--- src/sbsr_pkg.sv ---
// ----------------------------------------------------------------------------
// Notes on behaviour
// ----------------------------------------------------------------------------
package sbsr_pkg;
    localparam int unsigned SBSR_W        = 8;
    localparam int unsigned SBSR_MASK_W   = 6;
    // status byte bit positions
    localparam int unsigned SBSR_B_READY  = 0;
    localparam int unsigned SBSR_B_PAIR   = 1;
    localparam int unsigned SBSR_B_SYNTAX = 2;
    localparam int unsigned SBSR_B_INTERR = 3;
    localparam int unsigned SBSR_B_FPSRQ  = 4;
    localparam int unsigned SBSR_B_CALBAD = 5;
    localparam int unsigned SBSR_B_RQS    = 6;
    localparam int unsigned SBSR_B_PON    = 7;
    // reset and clear values
    localparam logic [7:0]  SBSR_STAT_RST = 8'h80;
    localparam logic [7:0]  SBSR_MASK_CLR = 8'h00;
    localparam logic [7:0]  SBSR_MASK_PON = 8'h80;
    // bits dropped by a serial poll and by a device clear
    localparam logic [7:0]  SBSR_POLL_CLR = 8'hb4;
    localparam logic [7:0]  SBSR_DCL_CLR  = 8'hbc;
endpackage

--- src/sbsr_sticky_bit.sv ---
`timescale 1ns/1ps
// ----------------------------------------------------------------------------
// one sticky flag: a set in the cycle of a clear wins
// ----------------------------------------------------------------------------
module sbsr_sticky_bit #(
    parameter logic RST_VAL = 1'b0
) (
    // clock and reset
    input  wire logic i_core_clk,
    input  wire logic i_nrst,
    // control
    input  wire logic i_set,
    input  wire logic i_clr,
    // state
    output logic      o_q
);
    always_ff @(posedge i_core_clk or negedge i_nrst) begin
        if (!i_nrst) begin
            o_q <= RST_VAL;
        end else if (i_set) begin
            o_q <= 1'b1;
        end else if (i_clr) begin
            o_q <= 1'b0;
        end
    end
endmodule // sbsr_sticky_bit

--- src/sbsr_rise_det.sv ---
`timescale 1ns/1ps
// ----------------------------------------------------------------------------
// rising-edge detector over a bus of levels
// ----------------------------------------------------------------------------
module sbsr_rise_det #(
    parameter int unsigned W = 1
) (
    // clock and reset
    input  wire logic         i_core_clk,
    input  wire logic         i_nrst,
    // levels in, one-cycle rises out
    input  wire logic [W-1:0] i_d,
    output logic      [W-1:0] o_rise
);
    logic [W-1:0] prev_reg;

    always_ff @(posedge i_core_clk or negedge i_nrst) begin
        if (!i_nrst) begin
            prev_reg <= '0;
        end else begin
            prev_reg <= i_d;
        end
    end

    assign o_rise = i_d & ~prev_reg;
endmodule // sbsr_rise_det

--- src/sbsr_status_srq.sv ---
`timescale 1ns/1ps
module sbsr_status_srq
    import sbsr_pkg::*;
(
    // clock and reset
    input  wire logic                          i_core_clk,
    input  wire logic                          i_nrst,
    // measurement and calibration events
    input  wire logic                          i_data_ready,
    input  wire logic                          i_data_accept,
    input  wire logic                          i_pair_bad,
    input  wire logic                          i_pair_good,
    input  wire logic                          i_syntax_err,
    input  wire logic                          i_selftest_fail,
    input  wire logic                          i_adc_fail,
    input  wire logic                          i_reading_done,
    input  wire logic                          i_cal_sum_bad,
    input  wire logic                          i_cal_fail,
    input  wire logic                          i_reset_event,
    // front and rear panel
    input  wire logic                          i_fp_srq_button,
    input  wire logic                          i_pon_srq_switch,
    // loop messages
    input  wire logic                          i_mask_wr,
    input  wire logic [sbsr_pkg::SBSR_MASK_W-1:0] i_mask_code,
    input  wire logic                          i_serial_poll,
    input  wire logic                          i_dev_clear,
    input  wire logic                          i_abort,
    input  wire logic                          i_ctl_offer,
    input  wire logic                          i_remote_set,
    input  wire logic                          i_local_set,
    // status byte and service request
    output logic [sbsr_pkg::SBSR_W-1:0]        o_status_byte,
    output logic                               o_status_valid,
    output logic                               o_srq,
    output logic [sbsr_pkg::SBSR_W-1:0]        o_live_status,
    // loop control state
    output logic                               o_ctl_returned,
    output logic                               o_ctl_decline,
    output logic                               o_remote,
    output logic                               o_ppoll_resp
);
    import sbsr_pkg::*;

    // ------------------------------------------------------------------------
    // condition sources
    // ------------------------------------------------------------------------
    logic [SBSR_W-1:0] stat_w;
    logic [SBSR_W-1:0] set_v;
    logic [SBSR_W-1:0] clr_v;
    logic [SBSR_W-1:0] en_bits;
    logic [SBSR_W-1:0] en_rise;
    logic              ready_rise;
    logic              new_reason;
    logic              any_set;
    logic              rqs_reg;
    logic [SBSR_W-1:0] mask_reg;
    logic              pon_load_reg;

    sbsr_rise_det #(
        .W (1)
    ) u_ready_rise (
        .i_core_clk (i_core_clk),
        .i_nrst     (i_nrst),
        .i_d        (i_data_ready),
        .o_rise     (ready_rise)
    );

    // every source sets its bit whatever the mask holds
    always_comb begin
        set_v                = '0;
        set_v[SBSR_B_READY]  = ready_rise;
        set_v[SBSR_B_PAIR]   = i_pair_bad;
        set_v[SBSR_B_SYNTAX] = i_syntax_err;
        // checksum is judged on each reading, not only at power-up
        set_v[SBSR_B_INTERR] = i_selftest_fail | i_adc_fail
                             | (i_reading_done & i_cal_sum_bad);
        set_v[SBSR_B_FPSRQ]  = i_fp_srq_button;
        set_v[SBSR_B_CALBAD] = i_cal_fail;
        set_v[SBSR_B_PON]    = i_reset_event;
    end

    assign any_set = |set_v;

    // ------------------------------------------------------------------------
    // clearing conditions
    // ------------------------------------------------------------------------
    always_comb begin
        clr_v = '0;
        if (i_serial_poll) begin
            clr_v = clr_v | SBSR_POLL_CLR;
            clr_v[SBSR_B_INTERR] = 1'b1;
        end
        if (i_dev_clear) begin
            clr_v = clr_v | SBSR_DCL_CLR;
        end
        // data ready follows the reading: gone once accepted or withdrawn
        clr_v[SBSR_B_READY] = i_data_accept | ~i_data_ready;
        clr_v[SBSR_B_PAIR]  = i_pair_good;
        clr_v[SBSR_B_RQS]   = 1'b0;
    end

    // ------------------------------------------------------------------------
    // status flags, one sticky cell per condition bit
    // ------------------------------------------------------------------------
    genvar gi;
    generate
        for (gi = 0; gi < SBSR_W; gi++) begin : g_stat
            if (gi == SBSR_B_RQS) begin : g_rqs
                assign stat_w[gi] = rqs_reg;
            end else begin : g_cell
                sbsr_sticky_bit #(
                    .RST_VAL (SBSR_STAT_RST[gi])
                ) u_bit (
                    .i_core_clk (i_core_clk),
                    .i_nrst     (i_nrst),
                    .i_set      (set_v[gi]),
                    .i_clr      (clr_v[gi]),
                    .o_q        (stat_w[gi])
                );
            end
        end
    endgenerate

    // ------------------------------------------------------------------------
    // request-service bit and mask
    // ------------------------------------------------------------------------
    // bit 6 itself never enables itself; bit 7 uses the switch-fed mask bit
    always_comb begin
        en_bits             = stat_w & mask_reg;
        en_bits[SBSR_B_RQS] = 1'b0;
    end

    always_ff @(posedge i_core_clk or negedge i_nrst) begin
        if (!i_nrst) begin
            rqs_reg <= 1'b0;
        end else begin
            rqs_reg <= |en_bits;
        end
    end

    // power-on reset: the switch is sampled in the first cycle after release
    always_ff @(posedge i_core_clk or negedge i_nrst) begin
        if (!i_nrst) begin
            pon_load_reg <= 1'b1;
        end else begin
            pon_load_reg <= 1'b0;
        end
    end

    always_ff @(posedge i_core_clk or negedge i_nrst) begin
        if (!i_nrst) begin
            mask_reg <= SBSR_MASK_CLR;
        end else if (i_dev_clear) begin
            mask_reg <= i_pon_srq_switch ? SBSR_MASK_PON : SBSR_MASK_CLR;
        end else if (pon_load_reg) begin
            mask_reg[SBSR_B_PON] <= i_pon_srq_switch;
        end else if (i_mask_wr) begin
            // only bits 0..5 are programmable; bit 7 stays with the switch
            mask_reg[SBSR_MASK_W-1:0] <= i_mask_code;
        end
    end

    // ------------------------------------------------------------------------
    // service request on the loop
    // ------------------------------------------------------------------------
    sbsr_rise_det #(
        .W (SBSR_W)
    ) u_en_rise (
        .i_core_clk (i_core_clk),
        .i_nrst     (i_nrst),
        .i_d        (en_bits),
        .o_rise     (en_rise)
    );

    assign new_reason = |en_rise;

    // a new reason in the poll cycle wins, so no request is lost
    always_ff @(posedge i_core_clk or negedge i_nrst) begin
        if (!i_nrst) begin
            o_srq <= 1'b0;
        end else if (new_reason) begin
            o_srq <= 1'b1;
        end else if (i_serial_poll || !(|en_bits)) begin
            o_srq <= 1'b0;
        end
    end

    // ------------------------------------------------------------------------
    // serial poll answer and loop control
    // ------------------------------------------------------------------------
    // the byte sent is the state before the poll's own clearing
    always_ff @(posedge i_core_clk or negedge i_nrst) begin
        if (!i_nrst) begin
            o_status_byte  <= '0;
            o_status_valid <= 1'b0;
        end else begin
            o_status_valid <= i_serial_poll & ~i_abort;
            if (i_serial_poll) begin
                o_status_byte <= stat_w;
            end
        end
    end

    always_ff @(posedge i_core_clk or negedge i_nrst) begin
        if (!i_nrst) begin
            o_live_status <= SBSR_STAT_RST;
        end else begin
            o_live_status <= stat_w;
        end
    end

    always_ff @(posedge i_core_clk or negedge i_nrst) begin
        if (!i_nrst) begin
            o_ctl_returned <= 1'b0;
            o_ctl_decline  <= 1'b0;
        end else begin
            o_ctl_returned <= i_abort;
            o_ctl_decline  <= i_ctl_offer;
        end
    end

    // abort leaves remote alone on purpose
    always_ff @(posedge i_core_clk or negedge i_nrst) begin
        if (!i_nrst) begin
            o_remote <= 1'b0;
        end else if (i_local_set) begin
            o_remote <= 1'b0;
        end else if (i_remote_set) begin
            o_remote <= 1'b1;
        end
    end

    // parallel poll is not supported, so its bit never asserts
    always_ff @(posedge i_core_clk or negedge i_nrst) begin
        if (!i_nrst) begin
            o_ppoll_resp <= 1'b0;
        end else begin
            o_ppoll_resp <= 1'b0;
        end
    end
endmodule // sbsr_status_srq

--- config.mk ---
export PLATFORM = sky130hd
export DESIGN_NAME = sbsr_status_srq
export DESIGN_NICKNAME = d
export VERILOG_FILES = /design/src/sbsr_pkg.sv /design/src/sbsr_sticky_bit.sv /design/src/sbsr_rise_det.sv /design/src/sbsr_status_srq.sv
export SDC_FILE = /design/constraint.sdc
export NUM_CORES = 1
export LEC_CHECK = 0
export BUFFER_PORTS_ARGS = -buffer_cell sky130_fd_sc_hd__buf_2
export CAP_MARGIN = 20
export CORE_ASPECT_RATIO = 0.75
export CORE_MARGIN = 1.5
export CORE_UTILIZATION = 44
export CTS_CLUSTER_DIAMETER = 50
export DETAILED_ROUTE_END_ITERATION = 16
export PLACE_DENSITY = 0.7
export SYNTH_ARGS = -nofsm -noshare
export SYNTH_HDL_FRONTEND = slang
export SYNTH_HIERARCHICAL = 1
export SYNTH_SLANG_ARGS = --single-unit
--- constraint.sdc ---
create_clock -name i_core_clk -period 1.6 [get_ports i_core_clk]
set_clock_uncertainty 0.15 [all_clocks]
set_input_delay 0.16 -clock i_core_clk [delete_from_list [all_inputs] [get_ports i_core_clk]]
set_output_delay 0.16 -clock i_core_clk [all_outputs]
set_load 0.05 [all_outputs]
==> impl_metrics.ini <==
[cells_and_area]
syn_to_final_growth_pct = 38.7
layout_commonest_cell = buf_2
num_antenna_cells = 0
layout_common_cells = buf_2, dfrtp_1, dlygate4sd3_1
drive_above_1_share_pct = 42.5
final_cell_area_um2 = 2370
layout.nets = 227
final_cells = 252
fill_cells = 294

[global_route]
grt_pass1_vias = 1162
overflow = 0
grt_pass1_wl_mm = 5.46
gr-usage-all-layers_pct = 17.8
grt_start_max_net_pins = 47
antenna_found_initial = 0

[synthesis]
ys_seq_area_share_pct = 67.6
ys_ff_latch = 46
yosys_warnings = 6
ys_types = 24
syn_inst = 120
syn_area_um2 = 1710
syn_avg_cell_area_um2 = 14.2

[routing]
vias_per_cell = 4.51
postRouteAntennaNets = 0
post_drt_wl_per_cell_um = 13.0
drt_iter0_drc = 76
finalWirelength_mm = 3.29
num_vias = 1137
drc = 0
drt_pass1_iterations = 4

[cts]
clkTransAtPathRegs_ns = 0.08
clockBufferDepth = 2
cts_buffers = 5
cts-root-buf = clkbuf_8
htree_levels = 2
cts_sinks = 46
clk_latency_ns = 0.30
cts_tree = yes

[power]
p_leak_uw = 0.00119
total_power_uw = 2500
ir_drop_v = 0.000685
p_per_area_nw_per_um2 = 1060

[setup_path]
end_kind = flip-flop
timing.rr.start = g_stat[2].g_cell.u_bit/o_q
critical_path_class = flip-flop to flip-flop
critPathLaunch = g_stat[2].g_cell.u_bit/o_q
slowest_stage = dfrtp_1
slowest_delay_ns = 0.43
crit_chain = and2_1 -> nor2b_4 -> nor4_2 -> nand2_1 -> a31o_1
worstPathRequired_ns = 1.65
critPathArrivalTime_ns = 1.55
critPathMaxFanout = 5
crit_path_start_kind = flip-flop

[sta]
min_period_ns = 1.50
fin_setup_tns_ns = 0
fmax_mhz = 665
setup_violations = 0
hold_slack_ns = 0.0167
period_share_pct = 93.9
rsz0062_at_grt = no
hold_viol = 0
maxSlewViolCount = 0

[placed_design]
gp_congestion = 0.726
io_buffer_count = 48
place_area_um2 = 2040
place_inst = 222
dp_hpwl_mm = 2.22

[die]
die-area_um2 = 4270
coreArea_um2 = 3680
die_w_um = 75.0
io_pins = 50
start_util_pct = 46.4
fp.dieH_um = 57.0
rows = 19

[status]
run_status = finished, final reports clean

[hold_path]
hold_start = i_cal_sum_bad
hold_class = input port to flip-flop

[flow_run]
drv_cap = 0
==> repair_timing <==
item                       in CTS  in global routing
setup endpoints to repair       0                  2
hold endpoints to repair       64                  0
gates resized for setup         0                  3
hold buffers                   22                  0
buffers inserted                0                  0
==> critical path: cells and delay by family (launching register included) <==
family / cells / cell delay (ns)
AND/OR/NAND/NOR: 4 / 0.64
flip-flops: 1 / 0.43
AO/OA/AOI/OAI: 1 / 0.19
==> layer usage <==
metal  wire length (um)  vias to the layer above  GRT usage (%)
met5                  0                        -              0
met1               1480                      550           22.9
met3                207                        8           5.65
met4                 73                        0           8.57
met2               1530                       40           27.3
li1                   -                      539              -
==> where the power goes <==
group / internal [uW] / switching, uW / total, uW
Combinational: 177 / 302 / 478
Sequential: 1250 / 48.4 / 1300
Clock: 347 / 377 / 724
Total: 1780 / 727 / 2500
==> Yosys cell counts <==
cell type   n  area share [%]
a211o_1     1            0.51
a21o_1      7             3.1
a222oi_1    1            0.59
a22oi_1     1            0.44
a31o_1      1            0.51
and2_1      4             1.5
and2_2      1            0.44
buf_2       2            0.59
buf_4       1            0.44
clkbuf_1    1            0.22
conb_1      1            0.22
dfrtp_1    43              63
dfstp_2     3             4.6
inv_1      10             2.2
mux2_2      9             5.9
mux2i_1     6             3.5
nand2_1     3            0.66
nand2b_1    1            0.37
nand4_1     1            0.37
nor2_1     10             2.2
nor2b_1     1            0.37
nor2b_4     9             7.2
nor4_1      2            0.73
or2_2       1            0.37
==> final timing paths <==
path	slack [ns]	cells after the start	to
setup / recovery	0.1	5	o_srq
hold / removal	0.02	3	g_stat[3].g_cell.u_bit/o_q
setup reg to reg	0.1	5	o_srq
hold reg to reg	0.23	0	o_live_status[6]
max in group asynchronous	0.81	3	pon_load_reg
min in group asynchronous	0.22	3	o_live_status[6]
==> metrics by stage <==
step | worst slack [ns] | utilization [%]
finish | 0.0970 | 64.3
global route | 0.00372 | 64.3
CTS | 0.0223 | 63.9
detailed placement | 0.0309 | 55.3
global placement | 0.0575 | 55.3
floorplan | 0.179 | -
==> logic make-up (layout without fill, tap and decap cells) <==
group	count (synthesis)	after routing	share of synthesized area [%]
DFF	46	46	67.6
and+or+nand+nor	33	33	14.2
muxes	15	15	9.44
buffers and inverters	14	91	3.44
AOI/OAI and AO/OA	11	11	5.12
other	1	4	0.219
==> final cells by class <==
type                    instances  area, um2  area share [%]
well taps                      52       65.1            2.75
clock inverters                 2       12.5           0.528
clock buffers                   6       82.6            3.48
flip-flops and latches         46       1150            48.7
inverters                      10       37.5            1.58
multi-input cells              63        522            22.0
repair buffers                 73        495            20.9
(Power assumes the default switching activity.)
